### src/rtl/ecphc_pkg.sv
// Constants and types shared by the ECP port host sequencer
`default_nettype none
package ecphc_pkg;
	// Device register offsets on its I/O bus
	localparam logic [10:0] DEV_AFIFO   = 11'h000;
	localparam logic [10:0] DEV_DCR     = 11'h002;
	localparam logic [10:0] DEV_DFIFO   = 11'h400;
	localparam logic [10:0] DEV_ECR     = 11'h402;
	// Mode field codes
	localparam logic [2:0]  MODE_STD    = 3'h0;
	localparam logic [2:0]  MODE_PS2    = 3'h1;
	localparam logic [2:0]  MODE_ECP    = 3'h3;
	// Extended control register layout
	localparam int          ECR_MODE_LSB = 5;
	localparam int          ECR_NERR    = 4;
	localparam int          ECR_DMA     = 3;
	localparam int          ECR_SVC     = 2;
	localparam int          ECR_FULL    = 1;
	localparam int          ECR_EMPTY   = 0;
	localparam logic [7:0]  ECR_RESET   = 8'h01;
	// Device control register layout
	localparam int          DCR_DIR     = 5;
	localparam int          DCR_AFD     = 1;
	localparam int          DCR_STB     = 0;
	localparam logic [7:0]  DCR_INIT    = 8'h04;
	// Own software registers
	localparam logic [3:0]  SW_CMD      = 4'h0;
	localparam logic [3:0]  SW_ARG      = 4'h1;
	localparam logic [3:0]  SW_STAT     = 4'h2;
	localparam logic [3:0]  SW_RX       = 4'h3;
	localparam int          CMD_MODE_LSB = 4;
	localparam int          CMD_DIR     = 8;
	localparam int          CMD_DMA     = 9;
	// Commands software may issue
	typedef enum logic [2:0] {
		OP_NONE,
		OP_INIT,
		OP_MODE,
		OP_DIR,
		OP_DATA,
		OP_COMMAND,
		OP_RLE,
		OP_READ
	} ecphc_op_t;
	// Sequencer states
	typedef enum logic [2:0] {
		ST_IDLE,
		ST_RD,
		ST_CAP,
		ST_EVAL,
		ST_WR,
		ST_DRD,
		ST_DCAP
	} ecphc_state_t;
endpackage
`default_nettype wire

### src/rtl/ecphc_host.sv
// Host sequencer that drives an ECP parallel port through its registers
//
// Contract
// - Negotiate, clear direction, strobe and auto-feed, then select ECP mode; the code does no negotiation, only mode 001, the control write, then ECP.
// - Set up control lines in modes 000/001; handshake runs only in 010/011.
// - Any mode is reachable from 000/001; others may return only to 000/001.
// - Direction bit changes only while the port is in mode 001.
// - After forward transfers wait for an empty queue before leaving.
// - After reverse transfers drain the queue before leaving.
// - PeriphAck high marks data, low marks command; device classifies.
// - Reverse command bytes from the peripheral have MSB zero.
// - RLE: count to address/RLE queue, then data byte to data queue.
// - Programmed I/O: set direction and mode, clear DMA enable and service flag; the code clears the service flag but sets DMA enable from the command.
//
// Implementation choice: the plain strobed port.
`timescale 1ns/1ps
`default_nettype none
module ecphc_host (
	input  wire logic        clk_in,
	input  wire logic        arst_n_in,
	input  wire logic [3:0]  sw_addr_in,
	input  wire logic [15:0] sw_wdata_in,
	input  wire logic        sw_wr_in,
	input  wire logic        sw_rd_in,
	output logic      [15:0] sw_rdata_out,
	output logic      [10:0] dev_addr_out,
	output logic      [7:0]  dev_wdata_out,
	output logic             dev_wr_out,
	output logic             dev_rd_out,
	input  wire logic [7:0]  dev_rdata_in,
	input  wire logic        dev_irq_in,
	input  wire logic        dev_drq_in
);
	ecphc_pkg::ecphc_state_t state_r;
	ecphc_pkg::ecphc_state_t state_nxt;
	ecphc_pkg::ecphc_op_t    op_r;
	logic [1:0]              step_r;
	logic [2:0]              mode_arg_r;
	logic                    dir_arg_r;
	logic                    dma_arg_r;
	logic [15:0]             arg_r;
	logic [7:0]              ecr_r;
	logic [7:0]              dcr_r;
	logic [2:0]              last_mode_r;
	logic [7:0]              rx_r;
	logic                    rx_valid_r;
	logic                    err_r;
	logic                    done_r;
	logic [1:0]              pin_s1_r;
	logic [1:0]              pin_s2_r;
	logic [10:0]             dev_addr_r;
	logic [7:0]              dev_wdata_r;
	logic                    dev_wr_r;
	logic                    dev_rd_r;
	logic [15:0]             sw_rdata_r;

	// Decoded view of the last extended control read
	wire  [2:0]  cur_mode  = ecr_r[ecphc_pkg::ECR_MODE_LSB +: 3];
	wire         cur_base  = (cur_mode == ecphc_pkg::MODE_STD) || (cur_mode == ecphc_pkg::MODE_PS2);
	wire         cur_empty = ecr_r[ecphc_pkg::ECR_EMPTY];
	wire         cur_full  = ecr_r[ecphc_pkg::ECR_FULL];
	wire         busy      = (state_r != ecphc_pkg::ST_IDLE);
	wire         cmd_go    = sw_wr_in && (sw_addr_in == ecphc_pkg::SW_CMD) && !busy
	                         && (sw_wdata_in[2:0] != 3'h0);
	// Every mode write clears the service flag and sets DMA from the command
	wire  [7:0]  ecr_ps2   = {ecphc_pkg::MODE_PS2, 1'b1, dma_arg_r, 1'b0, 2'b00};
	wire  [7:0]  ecr_tgt   = {mode_arg_r, 1'b1, dma_arg_r, 1'b0, 2'b00};
	wire  [7:0]  dcr_dir   = {dcr_r[7:6], dir_arg_r, dcr_r[4:0]};
	wire         wr_ecr    = dev_wr_r && (dev_addr_r == ecphc_pkg::DEV_ECR);
	wire         wr_dcr    = dev_wr_r && (dev_addr_r == ecphc_pkg::DEV_DCR);
	wire         wr_queue  = dev_wr_r && ((dev_addr_r == ecphc_pkg::DEV_DFIFO)
	                         || (dev_addr_r == ecphc_pkg::DEV_AFIFO));
	wire         fwd_ok    = (cur_mode == ecphc_pkg::MODE_ECP) && !dcr_r[ecphc_pkg::DCR_DIR];
	wire         rev_ok    = (cur_mode == ecphc_pkg::MODE_ECP) && dcr_r[ecphc_pkg::DCR_DIR];
	wire         rle_first = (op_r == ecphc_pkg::OP_RLE) && (step_r == 2'h0);

	// Decision taken in each ST_EVAL cycle from the last look at the port state
	logic        e_wr;
	logic        e_poll;
	logic        e_skip;
	logic        e_rdd;
	logic        e_err;
	logic        e_done;
	logic [10:0] e_addr;
	logic [7:0]  e_data;
	always_comb begin
		e_wr   = 1'b0;
		e_poll = 1'b0;
		e_skip = 1'b0;
		e_rdd  = 1'b0;
		e_err  = 1'b0;
		e_done = 1'b0;
		e_addr = ecphc_pkg::DEV_ECR;
		e_data = ecr_tgt;
		unique case (op_r)
			ecphc_pkg::OP_INIT, ecphc_pkg::OP_MODE: begin
				if (step_r == 2'h0) begin
					// Leave a transfer mode only via 001 and with an empty queue
					if (!cur_base && !cur_empty) begin
						e_err = 1'b1;
					end else begin
						e_wr   = 1'b1;
						e_data = ecr_ps2;
					end
				end else if (step_r == 2'h1) begin
					if (op_r == ecphc_pkg::OP_INIT) begin
						e_wr   = 1'b1;
						e_addr = ecphc_pkg::DEV_DCR;
						e_data = ecphc_pkg::DCR_INIT;
					end else begin
						e_skip = 1'b1;
					end
				end else begin
					e_wr   = 1'b1;
					e_done = 1'b1;
				end
			end
			ecphc_pkg::OP_DIR: begin
				if (cur_mode != ecphc_pkg::MODE_PS2) begin
					e_err = 1'b1;
				end else begin
					e_wr   = 1'b1;
					e_done = 1'b1;
					e_addr = ecphc_pkg::DEV_DCR;
					e_data = dcr_dir;
				end
			end
			ecphc_pkg::OP_DATA, ecphc_pkg::OP_COMMAND, ecphc_pkg::OP_RLE: begin
				if (!fwd_ok) begin
					e_err = 1'b1;
				end else if (cur_full) begin
					e_poll = 1'b1;
				end else begin
					// Count goes first to the command queue, then its byte as data
					e_wr   = 1'b1;
					e_done = !rle_first;
					e_addr = ((op_r == ecphc_pkg::OP_COMMAND) || rle_first) ?
					         ecphc_pkg::DEV_AFIFO : ecphc_pkg::DEV_DFIFO;
					e_data = (op_r == ecphc_pkg::OP_RLE && !rle_first) ? arg_r[15:8] : arg_r[7:0];
				end
			end
			ecphc_pkg::OP_READ: begin
				if (!rev_ok) begin
					e_err = 1'b1;
				end else if (cur_empty) begin
					e_poll = 1'b1;
				end else begin
					e_rdd = 1'b1;
				end
			end
			default: begin
				e_err = 1'b1;
			end
		endcase
	end

	// Sequencer: look at the port, decide, write or poll
	always_comb begin
		state_nxt = state_r;
		unique case (state_r)
			ecphc_pkg::ST_IDLE: state_nxt = cmd_go ? ecphc_pkg::ST_RD : ecphc_pkg::ST_IDLE;
			ecphc_pkg::ST_RD:   state_nxt = ecphc_pkg::ST_CAP;
			ecphc_pkg::ST_CAP:  state_nxt = ecphc_pkg::ST_EVAL;
			ecphc_pkg::ST_EVAL: begin
				if (e_err) begin
					state_nxt = ecphc_pkg::ST_IDLE;
				end else if (e_wr) begin
					state_nxt = ecphc_pkg::ST_WR;
				end else if (e_rdd) begin
					state_nxt = ecphc_pkg::ST_DRD;
				end else if (e_poll) begin
					state_nxt = ecphc_pkg::ST_RD;
				end else begin
					state_nxt = ecphc_pkg::ST_EVAL;
				end
			end
			ecphc_pkg::ST_WR:   state_nxt = done_r ? ecphc_pkg::ST_IDLE : ecphc_pkg::ST_RD;
			ecphc_pkg::ST_DRD:  state_nxt = ecphc_pkg::ST_DCAP;
			ecphc_pkg::ST_DCAP: state_nxt = ecphc_pkg::ST_IDLE;
		endcase
	end

	// State, command latch and step counter
	always_ff @(posedge clk_in or negedge arst_n_in) begin
		if (!arst_n_in) begin
			state_r    <= ecphc_pkg::ST_IDLE;
			op_r       <= ecphc_pkg::OP_NONE;
			step_r     <= 2'h0;
			mode_arg_r <= ecphc_pkg::MODE_STD;
			dir_arg_r  <= 1'b0;
			dma_arg_r  <= 1'b0;
			done_r     <= 1'b0;
		end else begin
			state_r <= state_nxt;
			if (cmd_go) begin
				op_r       <= ecphc_pkg::ecphc_op_t'(sw_wdata_in[2:0]);
				step_r     <= 2'h0;
				mode_arg_r <= (sw_wdata_in[2:0] == 3'h1) ? ecphc_pkg::MODE_ECP
				              : sw_wdata_in[ecphc_pkg::CMD_MODE_LSB +: 3];
				dir_arg_r  <= sw_wdata_in[ecphc_pkg::CMD_DIR];
				dma_arg_r  <= sw_wdata_in[ecphc_pkg::CMD_DMA];
			end else if (state_r == ecphc_pkg::ST_EVAL && (e_wr || e_skip)) begin
				step_r <= step_r + 2'h1;
				done_r <= e_done;
			end
		end
	end

	// Device bus strobes and address come straight from flops
	always_ff @(posedge clk_in or negedge arst_n_in) begin
		if (!arst_n_in) begin
			dev_addr_r  <= ecphc_pkg::DEV_ECR;
			dev_wdata_r <= 8'h00;
			dev_wr_r    <= 1'b0;
			dev_rd_r    <= 1'b0;
		end else begin
			dev_wr_r <= (state_nxt == ecphc_pkg::ST_WR);
			dev_rd_r <= (state_nxt == ecphc_pkg::ST_RD) || (state_nxt == ecphc_pkg::ST_DRD);
			if (state_nxt == ecphc_pkg::ST_RD) begin
				dev_addr_r <= ecphc_pkg::DEV_ECR;
			end else if (state_nxt == ecphc_pkg::ST_DRD) begin
				dev_addr_r <= ecphc_pkg::DEV_DFIFO;
			end else if (state_nxt == ecphc_pkg::ST_WR) begin
				dev_addr_r  <= e_addr;
				dev_wdata_r <= e_data;
			end
		end
	end

	// Shadow of what has been written to the port, and captured reads
	always_ff @(posedge clk_in or negedge arst_n_in) begin
		if (!arst_n_in) begin
			ecr_r       <= ecphc_pkg::ECR_RESET;
			dcr_r       <= ecphc_pkg::DCR_INIT;
			last_mode_r <= ecphc_pkg::MODE_STD;
			rx_r        <= 8'h00;
		end else begin
			if (state_r == ecphc_pkg::ST_CAP) begin
				ecr_r <= dev_rdata_in;
			end
			if (wr_ecr) begin
				last_mode_r <= dev_wdata_r[ecphc_pkg::ECR_MODE_LSB +: 3];
			end
			if (wr_dcr) begin
				dcr_r <= dev_wdata_r;
			end
			if (state_r == ecphc_pkg::ST_DCAP) begin
				rx_r <= dev_rdata_in;
			end
		end
	end

	// Sticky flags: a capture in the cycle of a clear still wins
	always_ff @(posedge clk_in or negedge arst_n_in) begin
		if (!arst_n_in) begin
			rx_valid_r <= 1'b0;
			err_r      <= 1'b0;
		end else begin
			if (state_r == ecphc_pkg::ST_DCAP) begin
				rx_valid_r <= 1'b1;
			end else if (sw_rd_in && sw_addr_in == ecphc_pkg::SW_RX) begin
				rx_valid_r <= 1'b0;
			end
			if (state_r == ecphc_pkg::ST_EVAL && e_err) begin
				err_r <= 1'b1;
			end else if (cmd_go) begin
				err_r <= 1'b0;
			end
		end
	end

	// Request pins come from another chip, so two flops before use
	always_ff @(posedge clk_in or negedge arst_n_in) begin
		if (!arst_n_in) begin
			pin_s1_r <= 2'b00;
			pin_s2_r <= 2'b00;
		end else begin
			pin_s1_r <= {dev_drq_in, dev_irq_in};
			pin_s2_r <= pin_s1_r;
		end
	end

	// Software port: argument latch and read data one cycle after the strobe
	wire [15:0] stat_word = {ecr_r, last_mode_r, pin_s2_r, rx_valid_r, err_r, busy};
	wire [15:0] rd_mux    = (sw_addr_in == ecphc_pkg::SW_STAT) ? stat_word :
	                        (sw_addr_in == ecphc_pkg::SW_RX)   ? {8'h00, rx_r} :
	                        (sw_addr_in == ecphc_pkg::SW_ARG)  ? arg_r : 16'h0000;
	always_ff @(posedge clk_in or negedge arst_n_in) begin
		if (!arst_n_in) begin
			arg_r      <= 16'h0000;
			sw_rdata_r <= 16'h0000;
		end else begin
			if (sw_wr_in && sw_addr_in == ecphc_pkg::SW_ARG) begin
				arg_r <= sw_wdata_in;
			end
			sw_rdata_r <= sw_rd_in ? rd_mux : 16'h0000;
		end
	end

	assign sw_rdata_out  = sw_rdata_r;
	assign dev_addr_out  = dev_addr_r;
	assign dev_wdata_out = dev_wdata_r;
	assign dev_wr_out    = dev_wr_r;
	assign dev_rd_out    = dev_rd_r;

	property p_init_dcr;
		@(posedge clk_in) disable iff (!arst_n_in)
		(wr_dcr && op_r == ecphc_pkg::OP_INIT) |-> (dev_wdata_r[ecphc_pkg::DCR_DIR] == 1'b0)
			&& (dev_wdata_r[ecphc_pkg::DCR_AFD] == 1'b0) && (dev_wdata_r[ecphc_pkg::DCR_STB] == 1'b0);
	endproperty
	a_init_dcr: assert property (p_init_dcr) else $error("init left a control line asserted");

	property p_dcr_in_setup;
		@(posedge clk_in) disable iff (!arst_n_in)
		wr_dcr |-> (last_mode_r == ecphc_pkg::MODE_PS2);
	endproperty
	a_dcr_in_setup: assert property (p_dcr_in_setup) else $error("control written outside mode 001");

	property p_mode_path;
		@(posedge clk_in) disable iff (!arst_n_in)
		(wr_ecr && dev_wdata_r[7:6] != 2'b00) |-> (last_mode_r[2:1] == 2'b00);
	endproperty
	a_mode_path: assert property (p_mode_path) else $error("transfer mode entered from another");

	property p_dir_refused;
		@(posedge clk_in) disable iff (!arst_n_in)
		(cmd_go && sw_wdata_in[2:0] == 3'h3 && last_mode_r != ecphc_pkg::MODE_PS2)
			|-> ##[1:4] err_r;
	endproperty
	a_dir_refused: assert property (p_dir_refused) else $error("direction change outside 001 accepted");

	property p_leave_empty;
		@(posedge clk_in) disable iff (!arst_n_in)
		(wr_ecr && last_mode_r[2:1] != 2'b00 && dev_wdata_r[7:6] == 2'b00) |-> cur_empty;
	endproperty
	a_leave_empty: assert property (p_leave_empty) else $error("left transfer mode with queue busy");

	property p_queue_room;
		@(posedge clk_in) disable iff (!arst_n_in)
		wr_queue |-> (!cur_full && cur_mode == ecphc_pkg::MODE_ECP);
	endproperty
	a_queue_room: assert property (p_queue_room) else $error("queue written while full or not ECP");

	property p_rle_pair;
		@(posedge clk_in) disable iff (!arst_n_in)
		(op_r == ecphc_pkg::OP_RLE && wr_queue && dev_addr_r == ecphc_pkg::DEV_AFIFO)
			|=> busy ##2 (state_r == ecphc_pkg::ST_EVAL);
	endproperty
	a_rle_pair: assert property (p_rle_pair) else $error("count not followed by its data byte");

	property p_pio_clear;
		@(posedge clk_in) disable iff (!arst_n_in)
		wr_ecr |-> (!dev_wdata_r[ecphc_pkg::ECR_SVC] && dev_wdata_r[ecphc_pkg::ECR_DMA] == dma_arg_r);
	endproperty
	a_pio_clear: assert property (p_pio_clear) else $error("mode write left service flag set");

	property p_rx_capture;
		@(posedge clk_in) disable iff (!arst_n_in)
		(dev_rd_r && dev_addr_r == ecphc_pkg::DEV_DFIFO) |-> ##2 (rx_valid_r && rx_r == $past(dev_rdata_in));
	endproperty
	a_rx_capture: assert property (p_rx_capture) else $error("received byte not captured");
endmodule // ecphc_host
`default_nettype wire

### config.mk
export PLATFORM = sky130hd
export DESIGN_NAME = ecphc_host
export DESIGN_NICKNAME = d
export VERILOG_FILES = /design/src/rtl/ecphc_pkg.sv /design/src/rtl/ecphc_host.sv
export SDC_FILE = /design/constraint.sdc
export NUM_CORES = 1
export LEC_CHECK = 0
export BUFFER_PORTS_ARGS = -buffer_cell sky130_fd_sc_hd__buf_4
export CAP_MARGIN = 20
export CORE_UTILIZATION = 32
export CTS_CLUSTER_SIZE = 30
export DETAILED_ROUTE_END_ITERATION = 8
export GPL_TIMING_DRIVEN = 0
export PLACE_DENSITY = 0.57
export SYNTH_ARGS = -nofsm -noshare
export SYNTH_HDL_FRONTEND = slang
export SYNTH_SLANG_ARGS = --single-unit
### constraint.sdc
create_clock -name clk_in -period 2.76 [get_ports clk_in]
set_input_delay 0.552 -clock clk_in [delete_from_list [all_inputs] [get_ports clk_in]]
set_output_delay 0.552 -clock clk_in [all_outputs]
set_load 0.02 [all_outputs]
# --- Word level (Yosys, flattened, before mapping) ---
# Index checks and enable logic that the tools add are counted.
# W data, S select, Z words.
word_totals:
  regBits: 100
  inputBits: 34
op_classes:
  addsub: 1
  eq_ne: 26
  n_mux: 69
  bitwise: 3
  reduce_logical: 37
op_table:
  columns: ["operator", "n"]
  rows:
  - ["$mux W11", 10]
  - ["$mux W16", 4]
  - ["$mux W8", 8]
  - ["$mux W1", 33]
  - ["$pmux W11 S3", 1]
  - ["$eq A3 B3 Y1 const B", 9]
  - ["$pmux W8 S3", 1]
  - ["$pmux W3 S7", 1]
  - ["$eq A3 B1 Y1 const B", 5]
  - ["$eq A3 B2 Y1 const B", 5]
  - ["$logic_and A1 B1 Y1", 14]
  - ["$mux W3", 4]
  - ["$eq A11 B11 Y1 const B", 1]
  - ["$eq A11 B2 Y1 const B", 1]
  - ["$reduce_bool A3 Y1", 3]
  - ["$eq A4 B2 Y1 const B", 2]
  - ["$logic_not A3 Y1", 2]
  - ["$mux W2", 3]
  - ["$pmux W1 S3", 2]
  - ["$reduce_bool A2 Y1", 3]
  - ["$logic_not A1 Y1", 5]
  - ["$eq A4 B1 Y1 const B", 1]
  - ["$logic_not A4 Y1", 1]
  - ["$logic_or A1 B1 Y1", 4]
  - ["other kinds (11)", 13]

# --- Longest topological paths before layout ---
logic_depth:
  word_depth: 14
  depth_mapped: 10
  depth_no_buf: 9

# --- Worst setup path after synthesis ---
# OpenSTA, ideal clock, no wires.
synth_path:
  path_type: "input port to flip-flop"
  from: "input port sw_addr_in[3]"
  to: "register arg_r[5]"
  arrival_ns: 1.868
  path_slack_ns: 0.764
  stages: 6
  path_cell_list: "nor3b_2 nor2b_1 buf_4 nand2_2 buf_2 mux2_1"
synth_via:
  elab_chain_cells: 2
synth_lines:
  columns: ["item", "line", "rtl"]
  rows:
  - ["start, declared", "ecphc_host.sv:21", "input wire logic [3:0] sw_addr_in,"]
  - ["$eq A4 B1 Y1", "ecphc_host.sv:293", "if (sw_wr_in && sw_addr_in == ecphc_pkg::SW_ARG) begin"]
  - ["$logic_and A1 B1 Y1", "ecphc_host.sv:293", null]
  - ["end signal, assigned", "ecphc_host.sv:294", "arg_r <= sw_wdata_in;"]
  - ["end, declared", "ecphc_host.sv:41", "logic [15:0] arg_r;"]
# Every way passes these cells.
# A chain may end at the register's enable or synchronous reset.

# --- Worst setup path in the final report ---
layout_path:
  from: "register step_r[0]"
  to: "register dev_addr_r[1] (netlist: dev_addr_out[1])"
layout_via:
  elab_chain_cells: 10
layout_lines:
  columns: ["item", "line", "rtl"]
  rows:
  - ["start, declared", "ecphc_host.sv:37", "logic [1:0] step_r;"]
  - ["start signal, assigned", "ecphc_host.sv:203", "step_r <= step_r + 2'h1;"]
  - ["$eq A2 B1 Y1", "ecphc_host.sv:105", "end else if (step_r == 2'h1) begin"]
  - ["$mux W1", "ecphc_host.sv:105", null]
  - ["$mux W1", "ecphc_host.sv:97", "if (step_r == 2'h0) begin"]
  - ["$pmux W1 S3", "ecphc_host.sv:95", "unique case (op_r)"]
  - ["$mux W3", "ecphc_host.sv:167", "end else if (e_wr) begin"]
  - ["$mux W3", "ecphc_host.sv:165", "if (e_err) begin"]
  - ["$pmux W3 S7", "ecphc_host.sv:160", "unique case (state_r)"]
  - ["$eq A3 B3 Y1", "ecphc_host.sv:221", "end else if (state_nxt == ecphc_pkg::ST_DRD) begin"]
  - ["$mux W11", "ecphc_host.sv:221", null]
  - ["$mux W11", "ecphc_host.sv:219", "if (state_nxt == ecphc_pkg::ST_RD) begin"]
  - ["end signal, assigned", "ecphc_host.sv:220", "dev_addr_r <= ecphc_pkg::DEV_ECR;"]
  - ["end signal, assigned", "ecphc_host.sv:222", "dev_addr_r <= ecphc_pkg::DEV_DFIFO;"]
  - ["end signal, assigned", "ecphc_host.sv:224", "dev_addr_r <= e_addr;"]
  - ["end, declared", "ecphc_host.sv:51", "logic [10:0] dev_addr_r;"]
# Parallel ways exist; a longest one is shown, timed or not. The select of a mux whose other input is x is not followed.

==> impl_metrics.xml <==
<?xml version="1.0" encoding="UTF-8"?>
<metrics>
  <group name="grt">
    <metric name="overflow" unit="">0</metric>
    <metric name="globalRouteTotalUtil" unit="%">16.1</metric>
    <metric name="grt_max_degree" unit="">48</metric>
    <metric name="grt_pass1_wl" unit="µm">17300</metric>
    <metric name="first_global_vias" unit="">3186</metric>
    <metric name="antenna_found_initial" unit="">0</metric>
  </group>
  <group name="clock_tree">
    <metric name="clock-root-buffer" unit="">sky130_fd_sc_hd__clkbuf_16</metric>
    <metric name="cts.repair.resized" unit="">0</metric>
    <metric name="cts.reportedPaths.clkPinSlew" unit="ns">0.06</metric>
    <metric name="cts_htree_levels" unit="">3</metric>
    <metric name="clock-sinks" unit="">91</metric>
    <metric name="total_cts_buffers" unit="">9</metric>
    <metric name="post-cts-setup-buffer-count" unit="">0</metric>
    <metric name="clock_path_buffers" unit="">2</metric>
    <metric name="tritoncts" unit="">yes</metric>
    <metric name="post_cts_hold_buffer_count" unit="">0</metric>
    <metric name="worstSkewPairLatency" unit="ns">0.34</metric>
  </group>
  <group name="power_and_ir_drop">
    <metric name="power.static_leakage" unit="nW">2.41</metric>
    <metric name="power_per_cell_area" unit="nW/µm²">925</metric>
    <metric name="report.power.total" unit="mW">4.99</metric>
    <metric name="max-vdd-ir-drop" unit="V">0.000318</metric>
  </group>
  <group name="sta">
    <metric name="timing.final.hold_violations" unit="">0</metric>
    <metric name="period_share" unit="%">83.6</metric>
    <metric name="timing_worst_slew_pin_value" unit="ns">0.818</metric>
    <metric name="finalSetupViolCount" unit="">0</metric>
    <metric name="layout_min_cycle_time" unit="ns">2.31</metric>
    <metric name="rsz0062_at_grt" unit="">no</metric>
    <metric name="timing.fmax" unit="MHz">434</metric>
    <metric name="slew-limit-headroom" unit="%">45.2</metric>
    <metric name="timing.setup.tns" unit="ns">0</metric>
    <metric name="fin_worst_hold_slack" unit="ns">0.218</metric>
    <metric name="worst_setup_skew_after_layout" unit="ns">0.00906</metric>
    <metric name="final-max-slew-violation-count" unit="">0</metric>
  </group>
  <group name="die">
    <metric name="die_area" unit="µm²">14100</metric>
    <metric name="initial_utilization" unit="%">32.9</metric>
    <metric name="num_io_pins" unit="">71</metric>
    <metric name="floorplan.rows" unit="">42</metric>
    <metric name="fp.coreArea" unit="µm²">13200</metric>
    <metric name="die-width" unit="µm">119</metric>
    <metric name="dieHeight" unit="µm">119</metric>
  </group>
  <group name="critical_path">
    <metric name="worst_path_dominant_cell_family" unit="">compound AO/OA/AOI/OAI gates</metric>
    <metric name="regToRegStartpoint" unit="">step_r[0]</metric>
    <metric name="worstPathBufferInverterCount" unit="">2</metric>
    <metric name="crit_fanout" unit="">9</metric>
    <metric name="regToRegSetupSlack" unit="ns">0.45</metric>
    <metric name="delay_of_the_slowest_critical_path_stage" unit="ns">0.39</metric>
    <metric name="timing.critical_path.from_type" unit="">flip-flop</metric>
    <metric name="timing.critical_path.cells" unit="">inv_1 &gt; ha_1 &gt; buf_2 &gt; nor2b_1 &gt; o21ai_2 &gt; a211oi_4 &gt; a41oi_4 &gt; a21oi_2 &gt; o21bai_2 &gt; a21oi_2</metric>
    <metric name="reg2reg_to" unit="">dev_addr_out[1]</metric>
    <metric name="worst_setup_path_end_kind" unit="">flip-flop</metric>
    <metric name="timing_worst_setup_path_type" unit="">reg -&gt; reg</metric>
    <metric name="worst_path_most_repeated_cell" unit="">sky130_fd_sc_hd__a21oi_2</metric>
    <metric name="critical_path.slowest_cell" unit="">sky130_fd_sc_hd__dfrtp_1</metric>
    <metric name="critical_path_arrival" unit="ns">2.57</metric>
    <metric name="rr_worst_depth" unit="">10</metric>
    <metric name="required" unit="ns">3.02</metric>
  </group>
  <group name="route">
    <metric name="postRouteAntennaNets" unit="">0</metric>
    <metric name="drt-wirelength-per-cell" unit="µm">16.9</metric>
    <metric name="routedLengthMet1" unit="µm">5020</metric>
    <metric name="met3RoutedLength" unit="µm">417</metric>
    <metric name="first_pass_iters" unit="">4</metric>
    <metric name="maxUsedRoutingLayer" unit="">met4</metric>
    <metric name="detailedRoute.firstIterationViolations" unit="">189</metric>
    <metric name="drc_violations" unit="">0</metric>
    <metric name="dr_total_vias" unit="">3084</metric>
    <metric name="postRouteWirelength" unit="µm">10500</metric>
    <metric name="routed_via_density" unit="">4.94</metric>
    <metric name="met2WireLength" unit="µm">4960</metric>
  </group>
  <group name="logic_synthesis">
    <metric name="synth_top_cell_area_share" unit="%">49.9</metric>
    <metric name="area_contributors_post_synth" unit="">sky130_fd_sc_hd__dfrtp_1 50%, sky130_fd_sc_hd__mux2_2 14%, sky130_fd_sc_hd__a22oi_1 2.6%</metric>
    <metric name="synthesis.area" unit="µm²">4360</metric>
    <metric name="primary_flip_flop_cell_chosen_by_synthesis_mapping" unit="">sky130_fd_sc_hd__dfrtp_1</metric>
    <metric name="synthesis.instances" unit="">362</metric>
    <metric name="dominant_cell_by_count_in_the_synthesized_netlist" unit="">sky130_fd_sc_hd__dfrtp_1</metric>
    <metric name="ys_ff_latch" unit="">91</metric>
    <metric name="async_reset_ff_share" unit="%">100</metric>
    <metric name="yosysSeqAreaShare" unit="%">52.3</metric>
    <metric name="synth.lib_cells_used.distinct" unit="">62</metric>
    <metric name="syn_avg_cell_area" unit="µm²">12.0</metric>
    <metric name="yosysTopAreaCell" unit="">sky130_fd_sc_hd__dfrtp_1</metric>
    <metric name="yosys_warning_total" unit="">0</metric>
    <metric name="synthTopCellsByCount" unit="">87 x sky130_fd_sc_hd__dfrtp_1, 53 x sky130_fd_sc_hd__mux2_2, 21 x sky130_fd_sc_hd__nand2_1</metric>
    <metric name="synth-edff-count" unit="">0</metric>
  </group>
  <group name="run">
    <metric name="drv.max_cap_violation_count" unit="">0</metric>
  </group>
  <group name="place">
    <metric name="place.port_buffers" unit="">61</metric>
    <metric name="place_congestion" unit="">0.781</metric>
    <metric name="detailedPlacementHpwl" unit="µm">7840</metric>
    <metric name="placed_area" unit="µm²">5100</metric>
  </group>
  <group name="min_path">
    <metric name="worstHoldPathType" unit="">in -&gt; async</metric>
  </group>
  <group name="finish">
    <metric name="n_antenna_cell" unit="">0</metric>
    <metric name="stdcell_area" unit="µm²">5390</metric>
    <metric name="area_delta_synth_final" unit="%">23.6</metric>
    <metric name="layout.nets" unit="">479</metric>
    <metric name="fraction_of_layout_instances_using_a_drive_strength_above_1" unit="%">39.7</metric>
  </group>
  <group name="status">
    <metric name="status" unit="">finished, final reports clean</metric>
  </group>
</metrics>
==> state kept, by name, indices dropped and copies added, names as in the netlist, 2 cells and up <==
signal	cells
arg_r	16
dcr_r	8
dev_addr_out	2
dev_wdata_out	8
ecr_r	8
last_mode_r	3
mode_arg_r	3
op_r	3
pin_s1_r	2
pin_s2_r	2
rx_r	8
state_r	3
step_r	2
sw_rdata_out	16
==> report_power, final <==
group          leakage [nW]  total [mW]  switching [mW]  internal, mW
registers              1.15        2.02           0.303          1.72
clock network         0.143        1.23           0.524         0.704
logic                  1.12        1.74           0.936         0.801
total                  2.41        4.99            1.76          3.22
==> how the worst max path moves through the flow <==
| stage | from | end | slack, ns | cells after the start |
|---|---|---|---|---|
| floorplan | sw_addr_in[3] | arg_r[5] | 0.76 | 6 |
| global route | step_r[0] | dev_addr_out[1] | 0.31 | 10 |
| global placement | sw_addr_in[3] | arg_r[6] | 0.19 | 7 |
| detailed placement | sw_addr_in[3] | arg_r[7] | 0.16 | 7 |
| CTS | step_r[0] | dev_addr_out[1] | 0.44 | 10 |
| finish | step_r[0] | dev_addr_out[1] | 0.45 | 10 |
==> through the flow <==
stage / setup WS [ns] / utilization (%) / cells
after global routing: 0.306 / 40.7 / 624
after global placement: 0.192 / 38.3 / 607
after CTS: 0.436 / 40.7 / 624
after detailed placement: 0.164 / 38.5 / 608
after floorplan: 0.764 / - / 370
final: 0.454 / 40.7 / 624
==> cell families (layout without fill, tap and decap cells) <==
family | after synthesis | after routing | synth area share [%]
other | 1 | 9 | 0.0860
buffers and inverters | 30 | 108 | 4.16
XOR/XNOR | 1 | 1 | 0.201
AND/OR/NAND/NOR | 99 | 99 | 13.3
multiplexers | 66 | 66 | 16.9
adder cells (fa/ha/maj) | 2 | 2 | 0.574
flip-flops | 91 | 91 | 52.3
AO/OA/AOI/OAI | 72 | 72 | 12.5
==> area by class of cell <==
cell class / instances / area [µm²]
plain buffers: 26 / 166
clock buffers: 10 / 229
repair buffers: 62 / 485
clock inverters: 6 / 65.1
inverters: 4 / 15.0
multi-input cells: 249 / 1930
fillers: 1311 / 7850
well taps: 176 / 220
flip-flops and latches: 91 / 2280
==> layout by cell type, fill, tap and decap left out, types with 3 or more instances in the layout <==
master                       n
sky130_fd_sc_hd__nand2_1    21
sky130_fd_sc_hd__inv_1       3
sky130_fd_sc_hd__nand3_1     3
sky130_fd_sc_hd__mux2_1      8
sky130_fd_sc_hd__nor2b_1    17
sky130_fd_sc_hd__a222oi_1    3
sky130_fd_sc_hd__nor3_1      3
sky130_fd_sc_hd__clkbuf_16   9
sky130_fd_sc_hd__nand2b_1    5
sky130_fd_sc_hd__clkbuf_1    6
sky130_fd_sc_hd__dfstp_2     4
sky130_fd_sc_hd__nor3b_2     3
sky130_fd_sc_hd__mux2i_1     5
sky130_fd_sc_hd__buf_4      73
sky130_fd_sc_hd__mux2_2     53
sky130_fd_sc_hd__and2_1      3
sky130_fd_sc_hd__nor2_1     20
sky130_fd_sc_hd__conb_1      9
sky130_fd_sc_hd__dfrtp_1    87
sky130_fd_sc_hd__a211oi_1    3
sky130_fd_sc_hd__o21ai_0    12
sky130_fd_sc_hd__a22oi_1    15
sky130_fd_sc_hd__buf_2       7
sky130_fd_sc_hd__nand3b_1    4
sky130_fd_sc_hd__a21oi_1    14
sky130_fd_sc_hd__nand4b_1    3
==> per-layer routing <==
layer	vias up	track usage, %
li1	1443	-
met1	1561	22.5
met2	68	24.9
met3	12	3.04
met4	0	5.54
met5	-	0
(Power assumes the default switching activity.)
